[config.mk]
export PLATFORM = sky130hd
export DESIGN_NAME = fwbce_ctrl
export DESIGN_NICKNAME = d
export VERILOG_FILES = /design/src/fwbce_pkg.sv /design/src/fwbce_ctrl.sv
export SDC_FILE = /design/constraint.sdc
export NUM_CORES = 1
export LEC_CHECK = 0
export BUFFER_PORTS_ARGS = -buffer_cell sky130_fd_sc_hd__clkbuf_2
export CORE_MARGIN = 2
export CORE_UTILIZATION = 51
export CTS_CLUSTER_SIZE = 25
export DETAILED_ROUTE_END_ITERATION = 10
export PLACE_DENSITY_LB_ADDON = 0.2
export RECOVER_POWER = 25
export SLEW_MARGIN = 20
export SYNTH_ARGS = -nofsm -noshare
export SYNTH_HDL_FRONTEND = slang
export SYNTH_SLANG_ARGS = --single-unit
[constraint.sdc]
create_clock -name clk -period 2.4 [get_ports clk]
set_clock_uncertainty 0.05 [all_clocks]
set_input_delay 0.36 -clock clk [delete_from_list [all_inputs] [get_ports clk]]
set_output_delay 0.36 -clock clk [all_outputs]
set_load 0.05 [all_outputs]
[src/fwbce_pkg.sv]
// package for the flash write buffer command entry controller
package fwbce_pkg;
  localparam int unsigned ADDR_W        = 22;
  localparam int unsigned DATA_W        = 16;
  localparam int unsigned SECT_LSB      = 12;
  localparam logic [21:0] UNLOCK1_ADDR  = 22'h000555;
  localparam logic [21:0] UNLOCK2_ADDR  = 22'h0002aa;
  localparam logic [15:0] UNLOCK1_CODE  = 16'h00aa;
  localparam logic [15:0] UNLOCK2_CODE  = 16'h0055;
  localparam logic [15:0] BUF_LOAD_CODE = 16'h0025;
  localparam logic [15:0] CONFIRM_CODE  = 16'h0029;
  localparam int unsigned CLK_MHZ       = 200;
  localparam int unsigned STROBE_NS     = 35;
  localparam int unsigned SETUP_NS      = 5;
  localparam int unsigned STROBE_CYC    = (STROBE_NS * CLK_MHZ + 999) / 1000;
  localparam int unsigned SETUP_CYC     = (SETUP_NS * CLK_MHZ + 999) / 1000;
  localparam logic [4:0]  CNT_ONE       = 5'h01;
  localparam logic [4:0]  CNT_ZERO      = 5'h00;

  typedef enum logic [2:0] {
    FWBCE_IDLE   = 3'b000,
    FWBCE_UNLK1  = 3'b001,
    FWBCE_UNLK2  = 3'b011,
    FWBCE_CMD    = 3'b010,
    FWBCE_COUNT  = 3'b110,
    FWBCE_LOAD   = 3'b111,
    FWBCE_CONF   = 3'b101,
    FWBCE_WAITW  = 3'b100
  } fwbce_state_t;
endpackage
[src/fwbce_ctrl.sv]
// host controller issuing buffered-program command entry to a parallel flash
`timescale 1ns/10ps
// Operation
// after unlock, write the buffer-load code then the word count to the sector address.
// after the count, write each location with its value, the last to the final buffer location.
// commit the buffer with one write of the confirm code to the sector address.
// with chip enable held low, upper address bits from 12 up stay fixed from command to confirm.
// the device offers no elevated-voltage identification mode, so none is driven here.
// before the buffer-load command, write the two unlock codes to the two unlock addresses.
module fwbce_ctrl
  import fwbce_pkg::*;
#(
  parameter int unsigned DEPTH = 16
)(
  input  wire logic              clk,
  input  wire logic              rstn,
  input  wire logic              start,
  input  wire logic [ADDR_W-1:0] sector_select_address,
  input  wire logic [4:0]        load_word_count,
  input  wire logic [ADDR_W-1:0] program_location,
  input  wire logic [DATA_W-1:0] program_value,
  output logic                   word_req,
  output logic                   busy,
  output logic                   done,
  output logic [ADDR_W-1:0]      flash_addr,
  output logic [DATA_W-1:0]      flash_dq_out,
  output logic                   flash_dq_oe,
  output logic                   flash_ce_n,
  output logic                   flash_we_n,
  output logic                   flash_oe_n
);
  localparam logic [3:0] STROBE_LAST = 4'(STROBE_CYC - 1);
  localparam logic [3:0] SETUP_LAST  = 4'(SETUP_CYC);

  fwbce_state_t      st_r, st_nxt;
  logic [4:0]        left_r, left_nxt;
  logic [3:0]        tm_r, tm_nxt;
  logic              ph_r, ph_nxt;
  logic [ADDR_W-1:0] addr_r, addr_nxt, sect_r, sect_nxt;
  logic [DATA_W-1:0] dq_r, dq_nxt;
  logic              we_r, we_nxt, ce_r, ce_nxt, oe_r, oe_nxt;
  logic              req_r, req_nxt, done_r, done_nxt;
  logic              busy_r, busy_nxt, rd_n_r, rd_n_nxt;
  logic              cyc_end;

  // each bus cycle: address setup phase, then we low for strobe time
  assign cyc_end = ph_r && (tm_r == STROBE_LAST);

  always_comb
  begin
    st_nxt   = st_r;
    left_nxt = left_r;
    tm_nxt   = tm_r + 4'h1;
    ph_nxt   = ph_r;
    addr_nxt = addr_r;
    sect_nxt = sect_r;
    dq_nxt   = dq_r;
    we_nxt   = we_r;
    ce_nxt   = ce_r;
    oe_nxt   = oe_r;
    req_nxt  = 1'b0;
    done_nxt = 1'b0;
    // reads are never issued; no elevated id voltage pin exists here
    rd_n_nxt = 1'b1;
    if (!ph_r && tm_r == SETUP_LAST && st_r != FWBCE_IDLE && st_r != FWBCE_WAITW)
    begin
      ph_nxt = 1'b1;
      we_nxt = 1'b0;
      tm_nxt = 4'h0;
    end
    if (cyc_end)
    begin
      ph_nxt = 1'b0;
      we_nxt = 1'b1;
      tm_nxt = 4'h0;
    end
    case (st_r)
      FWBCE_IDLE:
      begin
        ce_nxt = 1'b1;
        oe_nxt = 1'b0;
        tm_nxt = 4'h0;
        if (start)
        begin
          st_nxt   = FWBCE_UNLK1;
          sect_nxt = sector_select_address;
          left_nxt = load_word_count;
          addr_nxt = UNLOCK1_ADDR;
          dq_nxt   = UNLOCK1_CODE;
          ce_nxt   = 1'b0;
          oe_nxt   = 1'b1;
        end
      end
      FWBCE_UNLK1:
        if (cyc_end)
        begin
          st_nxt   = FWBCE_UNLK2;
          addr_nxt = UNLOCK2_ADDR;
          dq_nxt   = UNLOCK2_CODE;
        end
      FWBCE_UNLK2:
        if (cyc_end)
        begin
          st_nxt   = FWBCE_CMD;
          addr_nxt = sect_r;
          dq_nxt   = BUF_LOAD_CODE;
        end
      FWBCE_CMD:
        if (cyc_end)
        begin
          st_nxt = FWBCE_COUNT;
          dq_nxt = {11'h000, left_r};
        end
      FWBCE_COUNT:
        if (cyc_end)
        begin
          st_nxt  = FWBCE_WAITW;
          req_nxt = 1'b1;
        end
      FWBCE_WAITW:
      begin
        tm_nxt = 4'h0;
        // upper bits forced from the sector keep them fixed under low ce
        addr_nxt = {sect_r[ADDR_W-1:SECT_LSB], program_location[SECT_LSB-1:0]};
        dq_nxt   = program_value;
        st_nxt   = FWBCE_LOAD;
      end
      FWBCE_LOAD:
        if (cyc_end)
        begin
          if (left_r == CNT_ZERO)
          begin
            st_nxt   = FWBCE_CONF;
            addr_nxt = sect_r;
            dq_nxt   = CONFIRM_CODE;
          end
          else
          begin
            left_nxt = left_r - CNT_ONE;
            st_nxt   = FWBCE_WAITW;
            req_nxt  = 1'b1;
          end
        end
      FWBCE_CONF:
        if (cyc_end)
        begin
          st_nxt   = FWBCE_IDLE;
          done_nxt = 1'b1;
          ce_nxt   = 1'b1;
          oe_nxt   = 1'b0;
        end
      default:
        st_nxt = FWBCE_IDLE;
    endcase
    // registered so busy leaves a flop, same timing as the state decode
    busy_nxt = (st_nxt != FWBCE_IDLE);
  end

  always_ff @(posedge clk or negedge rstn)
  begin
    if (!rstn)
    begin
      st_r   <= FWBCE_IDLE;
      left_r <= 5'h00;
      tm_r   <= 4'h0;
      ph_r   <= 1'b0;
      addr_r <= '0;
      sect_r <= '0;
      dq_r   <= '0;
      we_r   <= 1'b1;
      ce_r   <= 1'b1;
      oe_r   <= 1'b0;
      req_r  <= 1'b0;
      done_r <= 1'b0;
      busy_r <= 1'b0;
      rd_n_r <= 1'b1;
    end
    else
    begin
      st_r   <= st_nxt;
      left_r <= left_nxt;
      tm_r   <= tm_nxt;
      ph_r   <= ph_nxt;
      addr_r <= addr_nxt;
      sect_r <= sect_nxt;
      dq_r   <= dq_nxt;
      we_r   <= we_nxt;
      ce_r   <= ce_nxt;
      oe_r   <= oe_nxt;
      req_r  <= req_nxt;
      done_r <= done_nxt;
      busy_r <= busy_nxt;
      rd_n_r <= rd_n_nxt;
    end
  end

  assign flash_oe_n   = rd_n_r;
  assign word_req     = req_r;
  assign busy         = busy_r;
  assign done         = done_r;
  assign flash_addr   = addr_r;
  assign flash_dq_out = dq_r;
  assign flash_dq_oe  = oe_r;
  assign flash_ce_n   = ce_r;
  assign flash_we_n   = we_r;

  a_sector_hold: assert property (@(posedge clk) disable iff (!rstn)
    (st_r inside {FWBCE_CMD, FWBCE_COUNT, FWBCE_WAITW, FWBCE_LOAD, FWBCE_CONF} && !flash_ce_n)
    |-> flash_addr[ADDR_W-1:SECT_LSB] == sect_r[ADDR_W-1:SECT_LSB])
    else $error("sector bits moved during load");
  a_confirm_addr: assert property (@(posedge clk) disable iff (!rstn)
    (st_r == FWBCE_CONF) |-> (flash_addr == sect_r && flash_dq_out == CONFIRM_CODE))
    else $error("confirm not at sector");
  a_cmd_code: assert property (@(posedge clk) disable iff (!rstn)
    (st_r == FWBCE_CMD) |-> (flash_addr == sect_r && flash_dq_out == BUF_LOAD_CODE))
    else $error("bad buffer-load cycle");
  a_unlock_first: assert property (@(posedge clk) disable iff (!rstn)
    (st_r == FWBCE_UNLK1) |-> (flash_addr == UNLOCK1_ADDR && flash_dq_out == UNLOCK1_CODE))
    else $error("bad first unlock");
  a_unlock_order: assert property (@(posedge clk) disable iff (!rstn)
    (st_r == FWBCE_UNLK2) |-> $past(st_r) inside {FWBCE_UNLK1, FWBCE_UNLK2})
    else $error("second unlock out of order");
  a_count_follow: assert property (@(posedge clk) disable iff (!rstn)
    (st_r == FWBCE_COUNT && $past(st_r) == FWBCE_CMD) |-> flash_dq_out[4:0] == left_r)
    else $error("count not written");
  a_load_value: assert property (@(posedge clk) disable iff (!rstn)
    $rose(st_r == FWBCE_LOAD) |-> flash_dq_out == $past(program_value))
    else $error("load value lost");
  a_done_pulse: assert property (@(posedge clk) disable iff (!rstn)
    done |-> ##1 !done)
    else $error("done longer than one cycle");
  c_full_seq: cover property (@(posedge clk) disable iff (!rstn) done);
  c_start: cover property (@(posedge clk) disable iff (!rstn) start && !busy);
  c_load: cover property (@(posedge clk) disable iff (!rstn) st_r == FWBCE_LOAD && left_r != 5'h00);
endmodule // fwbce_ctrl

==> summary.md, run 1 <==
| Metric | Value |
|---|---|
| Status | `finished, final reports clean` |
| Fin nets | `around 500` |
| First-pass GRT wire length | `13.99 mm` |
| Hold path cells | `2` |
| Worst-Skew Late Latency | `~0.35 ns` |
| Hold path start | `program_value[10]` |
| Routed WL | `approximately 8.4 mm` |
| Reg2reg end | `flash_addr[11]` |
| Unrepaired setup endpoints after global routing | `no` |
| Antenna cells | `0` |
| Reg2Reg Launch Point | `left_r[0]` |
| Layout fillers | `580` |
| CP Max Fanout | `18` |
| Slowest-stage cell, CP | `or4b_4` |
| Final std cells w/o fill | `539` |
| CTS tree | `yes` |
| Max Freq | `around 0.45 GHz` |
| Die area | `approximately 0.0081 mm^2` |
| Top post-synthesis cells by count | `77 x dfrtp_1, 30 x mux2_2, 26 x nand2_1, 25 x inv_1, 25 x o21ai_0` |
| Routed WL per cell | `15.60 um` |
| Number of gates resized after cts | `0` |
| First drt pass iteration count | `4` |
| FFs w/ async S/R, synth | `1.000` |
| Final instance area | `0.004568 mm^2` |
| CTS clock-pin slew for the worst setup and hold paths | `0.08 ns` |
| Critical path arrival | `~2.4 ns` |
| Area post-placement | `around 0.0044 mm^2` |
| CP Class | `register to register` |
| Final worst slack | `0.1559 ns` |
| Peak VDD IR | `0.6783 mV` |
| Cell variety after synth | `57` |
| Leak pwr | `2.204 nW` |
| Syn Nets | `406` |
| DR vias/cell | `~5.3` |
| EDFF count, synth | `0` |
| Syn-to-layout area delta | `21.86%` |
| Cell accounting for the most synthesized area | `dfrtp_1` |
| FF-to-FF path depth | `7` |
| Area contributors post-synth | `dfrtp_1 51%, mux2_2 9.0%, mux2i_1 4.3%` |
| Antenna viol nets, final | `0` |
| Placer Congestion | `0.8081` |
| Ys Warns | `0` |
| Vias in the first global route | `2935` |
| Most common cell in the netlist | `dfrtp_1` |
| IO buf count | `101` |
| Max clock buf depth | `2` |
| Setup TNS | `0 ns` |
| Max cap viols | `0` |
| Htree depth | `3` |
| Slew @ Worst Pin | `~0.86 ns` |
| Via Count | `between 2000 and 3000` |
| Seq/Total Area, Yosys | `0.5280` |
| Cell Area, Synth | `~0.0037 mm^2` |
| Iter 0 DRT Violations | `105` |
| Total power | `a little under 7 mW` |
| Setup violation total in the final timing report | `0` |
| CP required | `around 2.6 ns` |
| Hold Crit Endpoint | `flash_dq_out[10]` |
| WHS | `0.1771 ns` |
| Critical Path Source | `left_r[0]` |
| Layout cells sized above 1 | `0.4091` |
| Synth Instances | `333` |
| CP Cell Sequence | `inv_1 -> ha_1 -> or4b_4 -> o21ai_1 -> a31o_1 -> buf_12 -> mux2_1` |
| Total gr overflow | `0` |
| Cell Pwr Density | `1490 mW/mm^2` |
| #FFs+latches synth | `79` |
| Final min period | `2.244 ns` |
| Internal reg-to-reg setup slack | `0.16 ns` |
| Slew Viols, Final | `0` |
| End-of-flow core utilization | `0.6366` |
| Slew HR | `0.4247` |
| Core area | `0.007176 mm^2` |
| Worst min-delay path class | `primary input to register` |
| Root Driver | `clkbuf_8` |
| Sink Count | `79` |
| Type of origin of the critical path | `register` |
| Crit path largest cell delay | `~0.50 ns` |
| # DRC | `0` |
| Fin crit share | `0.9350` |
| Initial antenna violation count | `0` |
| Ports | `between 100 and 150` |
| Share of the synthesized area in the top cell type | `0.5140` |
| Largest net degree at the start of global routing | `46` |
| Die Wd | `89.74 um` |
| WP buf/inv | `2` |
| Reg area | `~0.0020 mm^2` |
| DP Cell Count | `522` |
| Final hold violations | `0` |
| FP Rows | `31` |
| Initial core utilization | `0.5224` |
| Num CTS Buffers | `9` |
| Most used DFF post-synth | `dfrtp_1` |
| DIE HEIGHT | `89.74 um` |
| HPWL after detailed placement | `5.951 mm` |
| GR Util All Layers | `0.2162` |
| Avg Inst Size Synth | `11.26 um^2` |
| Cell family contributing the most delay on the critical path | `simple AND/OR/NAND/NOR gates` |
| Multi-input logic area | `0.001519 mm^2` |
| Critical path endpoint category | `register` |
| DP Worst Slack | `0.1727 ns` |
==> kinds of logic after synthesis <==
family | after synthesis | synth area share
muxes | 52 | 0.1529
AOI/OAI and AO/OA | 78 | 0.1439
DFF | 79 | 0.5280
xor gates and xnor gates | 2 | 0.004674
other | 1 | 0.001000
buffers and inverters | 51 | 0.06909
adders and majority gates | 5 | 0.01669
and+or+nand+nor | 65 | 0.08378
==> layout by cell type, fill, tap and decap left out, types with 8 or more instances in the layout <==
master	Yosys	final
a21oi_1	14	14
a22o_2	8	8
buf_4	8	12
clkbuf_2	2	101
clkbuf_8	0	11
dfrtp_1	77	77
inv_1	25	25
mux2_2	30	30
mux2i_1	16	16
nand2_1	26	26
nor2_1	15	15
o21ai_0	25	25
==> power breakdown <==
part | internal, mW | switching [mW] | total (mW)
registers | 1.97 | 0.426 | 2.39
logic | 1.10 | 2.26 | 3.36
clock network | 0.547 | 0.506 | 1.05
total | 3.61 | 3.19 | 6.81
==> layer usage <==
layer,global-route usage,up-vias,part of all wire,routed length (um)
li1,-,1363,-,-
met1,0.2998,1396,0.45,3771
met2,0.3409,85,0.48,4074
met3,0.03353,8,0.054,458
met4,0.09359,0,0.012,101
met5,0,-,0,0
==> sequential cells by signal, summed over array words and instances, names as in the netlist <==
register / flops
busy: 1
flash_ce_n: 1
done: 1
flash_dq_oe: 1
flash_we_n: 1
ph_r: 1
sect_r: 22
st_r: 3
flash_addr: 22
flash_dq_out: 16
tm_r: 4
left_r: 5
word_req: 1
==> worst max path at each step <==
| stage | endpoint | slack [ns] | depth (start not counted) |
|---|---|---|---|
| 6_report | flash_addr[11] | 0.16 | 7 |
| 3_5_place_dp | flash_addr[1] | 0.17 | 7 |
| 5_1_grt | flash_addr[15] | 0.01 | 8 |
| 4_1_cts | flash_addr[1] | 0.14 | 7 |
| 2_1_floorplan | flash_addr[5] | 0.31 | 8 |
| 3_3_place_gp | flash_addr[3] | 0.23 | 7 |
==> timing repair <==
| action | 4_1_cts | 5_1_grt |
|---|---|---|
| setup buffers | 0 | 0 |
| hold endpoints to repair | 33 | 0 |
| endpoints found under the setup margin | 0 | 0 |
| hold buffers | 1 | 0 |
==> cell type report <==
| cell class | count | share of cell area |
|---|---|---|
| Sequential cell | 79 | 0.4333 |
| Timing Repair Buffer | 116 | 0.1386 |
| Tap cell | 99 | 0.02712 |
| Inverter | 26 | 0.02136 |
| Clock buffer | 11 | 0.03314 |
| Multi-Input combinational cell | 203 | 0.3325 |
| Clock inverter | 5 | 0.01397 |
No activity file was read; power rests on OpenSTA's default activity.
==> inputs of run 2 (changes only) <==
--- a/config.mk
+++ b/config.mk
@@ -5,9 +5,10 @@
 export SDC_FILE = /design/constraint.sdc
 export NUM_CORES = 1
 export LEC_CHECK = 0
+export ABC_AREA = 1
 export BUFFER_PORTS_ARGS = -buffer_cell sky130_fd_sc_hd__clkbuf_2
 export CORE_MARGIN = 2
-export CORE_UTILIZATION = 51
+export CORE_UTILIZATION = 52
 export CTS_CLUSTER_SIZE = 25
 export DETAILED_ROUTE_END_ITERATION = 10
 export PLACE_DENSITY_LB_ADDON = 0.2
==> run 2 against run 1 <==
  * Area after synthesis increased by 6.3%
  * Power shrank 60%
  * Routed wire length is 8.0% higher
  * Sequential share of layout area shrank 1.3 points
  * Utilization increased by 0.62 points
  * Via count is 22% higher
  * Clock power shrank 5%
  * Sequential cell count stayed put
  * Critical path depth is 4 higher
  * Register-to-register slack gained 0.16 ns
==> summary.md, run 2 <==
| Metric | Value |
|---|---|
| Status | `finished, final reports clean (unchanged)` |
| DP Worst Slack | `0.3124 ns (was 0.1727 ns)` |
| Root Driver | `clkbuf_8 (unchanged)` |
| CTS clock-pin slew for the worst setup and hold paths | `0.09 ns (was 0.08 ns)` |
| WHS | `0.1531 ns (was 0.1771 ns)` |
| Cell variety after synth | `31 (was 57)` |
| CP Class | `register to register (unchanged)` |
| Layout fillers | `663 (was 580)` |
| Critical Path Source | `tm_r[0] (was left_r[0])` |
| Largest net degree at the start of global routing | `49 (was 46)` |
| Worst-Skew Late Latency | `0.35 ns (about the same)` |
| Die Wd | `91.53 um (was 89.74 um)` |
| Placer Congestion | `0.9328 (was 0.8081)` |
| Cell accounting for the most synthesized area | `dfrtp_1 (unchanged)` |
| Critical path capture point | `flash_addr[6] (was flash_addr[11])` |
| Htree depth | `3 (unchanged)` |
| Commonest non-fill, non-tap cells in the layout | `204 x nand2_1, 101 x clkbuf_2, 77 x dfrtp_1 (was 101 x clkbuf_2, 77 x dfrtp_1, 30 x mux2_2)` |
| Routed WL per cell | `12.99 um (was 15.60 um)` |
| Synth Instances | `496 (was 333)` |
| First drt pass iteration count | `5 (was 4)` |
| DIE HEIGHT | `91.53 um (was 89.74 um)` |
| CP Max Fanout | `23 (was 18)` |
| Critical path endpoint category | `register (unchanged)` |
| Final std cells w/o fill | `699 (was 539)` |
| Unrepaired setup endpoints after global routing | `no (unchanged)` |
| Final worst slack | `0.3147 ns (was 0.1559 ns)` |
| CP required | `2.59 ns (about the same)` |
| Slew HR | `0.2399 (was 0.4247)` |
| Top post-synthesis cells by count | `204 x nand2_1, 77 x dfrtp_1, 48 x nand3_1, 31 x nor2_1, 30 x inv_1 (was 77 x dfrtp_1, 30 x mux2_2, 26 x nand2_1, 25 x inv_1, 25 x o21ai_0)` |
| Cell Area, Synth | `0.003984 mm^2 (was 0.003749 mm^2)` |
| Initial antenna violation count | `0 (unchanged)` |
| Sink Count | `79 (unchanged)` |
| Internal reg-to-reg setup slack | `0.31 ns (was 0.16 ns)` |
| HPWL after detailed placement | `6.859 mm (was 5.951 mm)` |
| Syn Nets | `569 (was 406)` |
| Core area | `0.007331 mm^2 (was 0.007176 mm^2)` |
| Most used DFF post-synth | `dfrtp_1 (unchanged)` |
| Fin crit share | `0.8689 (was 0.9350)` |
| DP Cell Count | `682 (was 522)` |
| Syn-to-layout area delta | `18.28% (was 21.86%)` |
| # DRC | `0 (unchanged)` |
| Slew Viols, Final | `0 (unchanged)` |
| Setup violation total in the final timing report | `0 (unchanged)` |
| Initial core utilization | `0.5434 (was 0.5224)` |
| Total gr overflow | `0 (unchanged)` |
| CTS tree | `yes (unchanged)` |
| Routed WL | `9.078 mm (was 8.406 mm)` |
| #FFs+latches synth | `79 (unchanged)` |
| Share of the synthesized area in the top cell type | `0.4837 (was 0.5140)` |
| EDFF count, synth | `0 (unchanged)` |
| Antenna viol nets, final | `0 (unchanged)` |
| Hold path start | `sector_select_address[2] (was program_value[10])` |
| Type of origin of the critical path | `register (unchanged)` |
| Slew @ Worst Pin | `1.140 ns (was 0.8629 ns)` |
| Peak VDD IR | `0.3487 mV (was 0.6783 mV)` |
| Final hold violations | `0 (unchanged)` |
| FF-to-FF path depth | `11 (was 7)` |
| Leak pwr | `2.606 nW (was 2.204 nW)` |
| IO buf count | `101 (unchanged)` |
| Die area | `0.008378 mm^2 (was 0.008052 mm^2)` |
| DR vias/cell | `4.979 (was 5.291)` |
| Avg Inst Size Synth | `8.032 um^2 (was 11.26 um^2)` |
| Most common cell in the netlist | `nand2_1 (was dfrtp_1)` |
| Iter 0 DRT Violations | `241 (was 105)` |
| Reg2Reg Launch Point | `tm_r[0] (was left_r[0])` |
| Worst min-delay path class | `primary input to register (unchanged)` |
| Num CTS Buffers | `9 (unchanged)` |
| Layout cells sized above 1 | `0.2600 (was 0.4091)` |
| First-pass GRT wire length | `15.73 mm (was 13.99 mm)` |
| Seq/Total Area, Yosys | `0.4969 (was 0.5280)` |
| Cell Pwr Density | `580.2 mW/mm^2 (was 1490 mW/mm^2)` |
| FP Rows | `31 (unchanged)` |
| Ys Warns | `0 (unchanged)` |
| Ports | `113 (unchanged)` |
| Area contributors post-synth | `dfrtp_1 48%, nand2_1 19%, nand3_1 6.0% (was dfrtp_1 51%, mux2_2 9.0%, mux2i_1 4.3%)` |
| Max Freq | `0.4796 GHz (was 0.4456 GHz)` |
| Critical path arrival | `2.28 ns (was 2.43 ns)` |
| Antenna cells | `0 (unchanged)` |
| Commonest non-fill, non-tap cell in the layout | `nand2_1 (was clkbuf_2)` |
| Final min period | `2.085 ns (was 2.244 ns)` |
| Reg2reg end | `flash_addr[6] (was flash_addr[11])` |
| GR Util All Layers | `0.2361 (was 0.2162)` |
| Via Count | `3480 (was 2852)` |
| Fin nets | `668 (was 508)` |
| FFs w/ async S/R, synth | `1.000 (unchanged)` |
| Vias in the first global route | `3299 (was 2935)` |
| Setup TNS | `0 ns (unchanged)` |
| Max clock buf depth | `2 (unchanged)` |
| Max cap viols | `0 (unchanged)` |
==> run 2: cell families after synthesis <==
| group | after synthesis | synth area share |
|---|---|---|
| simple gates | 307 | 0.3439 |
| flops | 79 | 0.4969 |
| buf+inv | 59 | 0.07789 |
| compound gates | 42 | 0.05811 |
| fa+ha+maj | 5 | 0.01570 |
| xor+xnor | 3 | 0.006597 |
| other cells | 1 | 0.0009413 |
==> run 2: how the worst min path moves through the flow <==
stage / to / slack (ns) / depth (start not counted)
6_report: sect_r[2] / 0.15 / 3
5_1_grt: flash_dq_out[8] / 0.16 / 3
4_1_cts: sect_r[13] / 0.15 / 3
3_5_place_dp: flash_dq_out[0] / 0.36 / 1
3_3_place_gp: flash_dq_out[0] / 0.36 / 1
2_1_floorplan: busy / 0.01 / 0
==> run 2: what timing repair did <==
action,in CTS,in global routing
hold buffers,1,0
setup endpoints to repair,0,0
buffers inserted,0,0
hold endpoints to repair,47,0
gates resized for setup,0,0
==> run 2: critical path, cell delays in order (launching register included) <==
cell     delay, ns
dfrtp_1       0.43
inv_1         0.07
ha_1          0.14
nand2_1       0.09
inv_1         0.06
nand2_1       0.21
nand2_1       0.18
nand2_4       0.09
nor2_8        0.26
nand2_4       0.21
nand2_1       0.12
nand2_1       0.06
==> run 2: where the power goes <==
part | internal, mW | switching, mW | total (mW)
Clock | 0.491 | 0.509 | 1.00
Sequential | 1.39 | 0.0295 | 1.42
Combinational | 0.0876 | 0.230 | 0.317
Total | 1.97 | 0.768 | 2.73
==> run 2: routing by layer <==
layer	share of wire	wire, um	vias up	track usage
met2	0.42	3848	120	0.3364
met1	0.50	4517	1600	0.3625
met5	0	0	-	0
li1	-	-	1750	-
met4	0.012	110	0	0.08333
met3	0.066	601	10	0.03983
==> run 2: area by class of cell <==
cell class | instances | area, um^2 | area share
Clock buffer | 9 | 123.9 | 0.02629
Inverter | 38 | 145.1 | 0.03080
Sequential cell | 79 | 1979 | 0.4201
Clock inverter | 7 | 77.57 | 0.01646
Tap cell | 99 | 123.9 | 0.02629
Timing Repair Buffer | 109 | 568.0 | 0.1206
Multi-Input combinational cell | 358 | 1694 | 0.3595
==> run 2: metrics by stage <==
stage               cell area, um^2  total power, mW    util
floorplan                      3984            1.629       -
global placement               4516            1.757  0.6160
detailed placement             4516            1.765  0.6160
CTS                            4727            2.758  0.6448
global route                   4712            2.840  0.6428
finish                         4712            2.734  0.6428
==> inputs of run 3 (changes only) <==
--- a/config.mk
+++ b/config.mk
@@ -12,7 +12,6 @@
 export CTS_CLUSTER_SIZE = 25
 export DETAILED_ROUTE_END_ITERATION = 10
 export PLACE_DENSITY_LB_ADDON = 0.2
-export RECOVER_POWER = 25
 export SLEW_MARGIN = 20
 export SYNTH_ARGS = -nofsm -noshare
 export SYNTH_HDL_FRONTEND = slang
==> run 3 against run 2 <==
  * Worst hold slack gained 0.0026 ns
  * Critical endpoint unchanged
  * Utilization grew 0.20 points
  * Sequential cell count is the same
  * Largest power group unchanged
  * Register-to-register slack about the same
  * Combinational power up 1%
  * Routed wire length shrank 0.35%
  * Design area rose by 0.32%
  * Maximum frequency grew 0.13%
  * First-iteration DRC count is 15% higher
  * Largest cell class unchanged
  * Non-clock buffer count did not move
  * Worst setup slack gained 0.0027 ns
==> summary.md, run 3 (same netlist as run 2, synthesis figures left out) <==
| Metric | Value |
|---|---|
| Fin crit share | `0.8677 (was 0.8689)` |
| Crit path largest cell delay | `0.43 ns (about the same)` |
| FP Rows | `31 (unchanged)` |
| Area post-placement | `0.004516 mm^2 (unchanged)` |
| Internal reg-to-reg setup slack | `0.32 ns (was 0.31 ns)` |
| Initial antenna violation count | `0 (unchanged)` |
| Sink Count | `79 (unchanged)` |
| Status | `finished, final reports clean (unchanged)` |
| Slew HR | `0.5945 (was 0.2399)` |
| DIE HEIGHT | `91.53 um (unchanged)` |
| CP Cell Sequence | `inv_1 -> ha_1 -> nand2_1 -> inv_1 -> nand2_1 -> nand2_1 -> nand2_4 -> nor2_8 -> nand2_4 -> nand2_1 -> nand2_1 (unchanged)` |
| Die area | `0.008378 mm^2 (unchanged)` |
| Slew Viols, Final | `0 (unchanged)` |
| Commonest non-fill, non-tap cell in the layout | `nand2_1 (unchanged)` |
| HPWL after detailed placement | `6.859 mm (unchanged)` |
| Cts hold-fix bufs | `1 (unchanged)` |
| Routed WL per cell | `12.94 um (was 12.99 um)` |
| Cell family contributing the most delay on the critical path | `simple AND/OR/NAND/NOR gates (unchanged)` |
| Max clock buf depth | `2 (unchanged)` |
| Commonest non-fill, non-tap cells in the layout | `204 x nand2_1, 100 x clkbuf_2, 77 x dfrtp_1 (was 204 x nand2_1, 101 x clkbuf_2, 77 x dfrtp_1)` |
| Worst-Skew Late Latency | `0.35 ns (about the same)` |
| CTS tree | `yes (unchanged)` |
| # DRC | `0 (unchanged)` |
| Max cap viols | `0 (unchanged)` |
| First drt pass iteration count | `6 (was 5)` |
| CP Max Fanout | `23 (unchanged)` |
| Total gr overflow | `0 (unchanged)` |
| CTS clock-pin slew for the worst setup and hold paths | `0.09 ns (about the same)` |
| Slew @ Worst Pin | `0.6083 ns (was 1.140 ns)` |
| Vias in the first global route | `3299 (unchanged)` |
| Setup violation total in the final timing report | `0 (unchanged)` |
| Layout cells sized above 1 | `0.2600 (unchanged)` |
| Slowest-stage cell, CP | `dfrtp_1 (unchanged)` |
| Worst min-delay path class | `primary input to register (unchanged)` |
| Type of origin of the critical path | `register (unchanged)` |
| DR vias/cell | `4.950 (was 4.979)` |
| Cell Pwr Density | `578.8 mW/mm^2 (was 580.2 mW/mm^2)` |
| Syn-to-layout area delta | `18.66% (was 18.28%)` |
| Htree depth | `3 (unchanged)` |
| IO buf count | `101 (unchanged)` |
| Final instance area | `0.004727 mm^2 (was 0.004712 mm^2)` |
| CP Class | `register to register (unchanged)` |
| First-pass GRT wire length | `15.73 mm (unchanged)` |
| Setup TNS | `0 ns (unchanged)` |
| Unrepaired setup endpoints after global routing | `no (unchanged)` |
| Initial core utilization | `0.5434 (unchanged)` |
| Largest net degree at the start of global routing | `49 (unchanged)` |
| Die Wd | `91.53 um (unchanged)` |
| Layout fillers | `662 (was 663)` |
| Peak VDD IR | `0.3481 mV (was 0.3487 mV)` |
| Max Freq | `0.4802 GHz (was 0.4796 GHz)` |
| Number of gates resized after cts | `0 (unchanged)` |
| Antenna cells | `0 (unchanged)` |
| Placer Congestion | `0.9328 (unchanged)` |
| Root Driver | `clkbuf_8 (unchanged)` |
| Iter 0 DRT Violations | `277 (was 241)` |
| Antenna viol nets, final | `0 (unchanged)` |
| Ports | `113 (unchanged)` |
| Final hold violations | `0 (unchanged)` |
| Final min period | `2.083 ns (was 2.085 ns)` |
| Critical path endpoint category | `register (unchanged)` |
| WP buf/inv | `2 (unchanged)` |
| Critical path arrival | `2.27 ns (was 2.28 ns)` |
| Worst path most repeated cell | `nand2_1 (unchanged)` |
| Fin nets | `668 (unchanged)` |
| Num CTS Buffers | `9 (unchanged)` |
| Via Count | `3460 (was 3480)` |
| CP required | `2.59 ns (about the same)` |
| GR Util All Layers | `0.2361 (unchanged)` |
| Routed WL | `9.046 mm (was 9.078 mm)` |
| Core area | `0.007331 mm^2 (unchanged)` |
| Leak pwr | `2.611 nW (was 2.606 nW)` |
| Post-CTS setup buffers | `0 (unchanged)` |
## run 3: changes by cell type in the layout (fill, tap and decap cells not counted)
cell / change
buf_12: +1
clkbuf_4: -1
buf_4: +1
clkbuf_2: -1
## run 3: stage by stage
| step | setup slack, ns | instances | hold slack, ns | power, mW | util |
|---|---|---|---|---|---|
| after floorplan | 0.7502 | 496 | 0.01441 | 1.629 | - |
| after global routing | 0.1205 | 699 | 0.1571 | 2.843 | 0.6448 |
| after CTS | 0.3111 | 699 | 0.1484 | 2.758 | 0.6448 |
| after global placement | 0.3779 | 682 | 0.3567 | 1.757 | 0.6160 |
| final | 0.3175 | 699 | 0.1558 | 2.736 | 0.6448 |
| after detailed placement | 0.3124 | 682 | 0.3565 | 1.765 | 0.6160 |
## run 3: final cells by class
| cell class | instances | area (um^2) | share of cell area |
|---|---|---|---|
| Clock buffer | 9 | 123.9 | 0.02620 |
| Clock inverter | 7 | 77.57 | 0.01641 |
| Inverter | 38 | 145.1 | 0.03070 |
| Multi-Input combinational cell | 358 | 1694 | 0.3584 |
| Sequential cell | 79 | 1979 | 0.4187 |
| Tap cell | 99 | 123.9 | 0.02620 |
| Timing Repair Buffer | 109 | 583.1 | 0.1233 |
## run 3: layer usage
metal,global-route usage,share of wire
met5,0,0
met2,0.3364,0.42
met1,0.3625,0.50
met3,0.03983,0.064
met4,0.08333,0.013
## run 3: worst paths after layout
check	start	end	depth (start not counted)
setup reg to reg	tm_r[0]	flash_addr[6]	11
setup / recovery	tm_r[0]	flash_addr[6]	11
min in group asynchronous	rstn	flash_dq_out[0]	2
max in group asynchronous	rstn	flash_ce_n	3
hold / removal	sector_select_address[2]	sect_r[2]	3
hold reg to reg	flash_addr[14]	flash_addr[14]	2
## run 3: where the power goes
group	leakage (nW)	switching (mW)	internal, mW	total (mW)
Clock	0.101	0.507	0.491	0.998
Combinational	1.59	0.230	0.0904	0.321
Sequential	0.921	0.0296	1.39	1.42
Total	2.61	0.767	1.97	2.74
## run 3: tightest hold or removal path, stage by stage
cell,delay (ns)
clkbuf_2,0.08
nand2_1,0.04
nand2_1,0.05
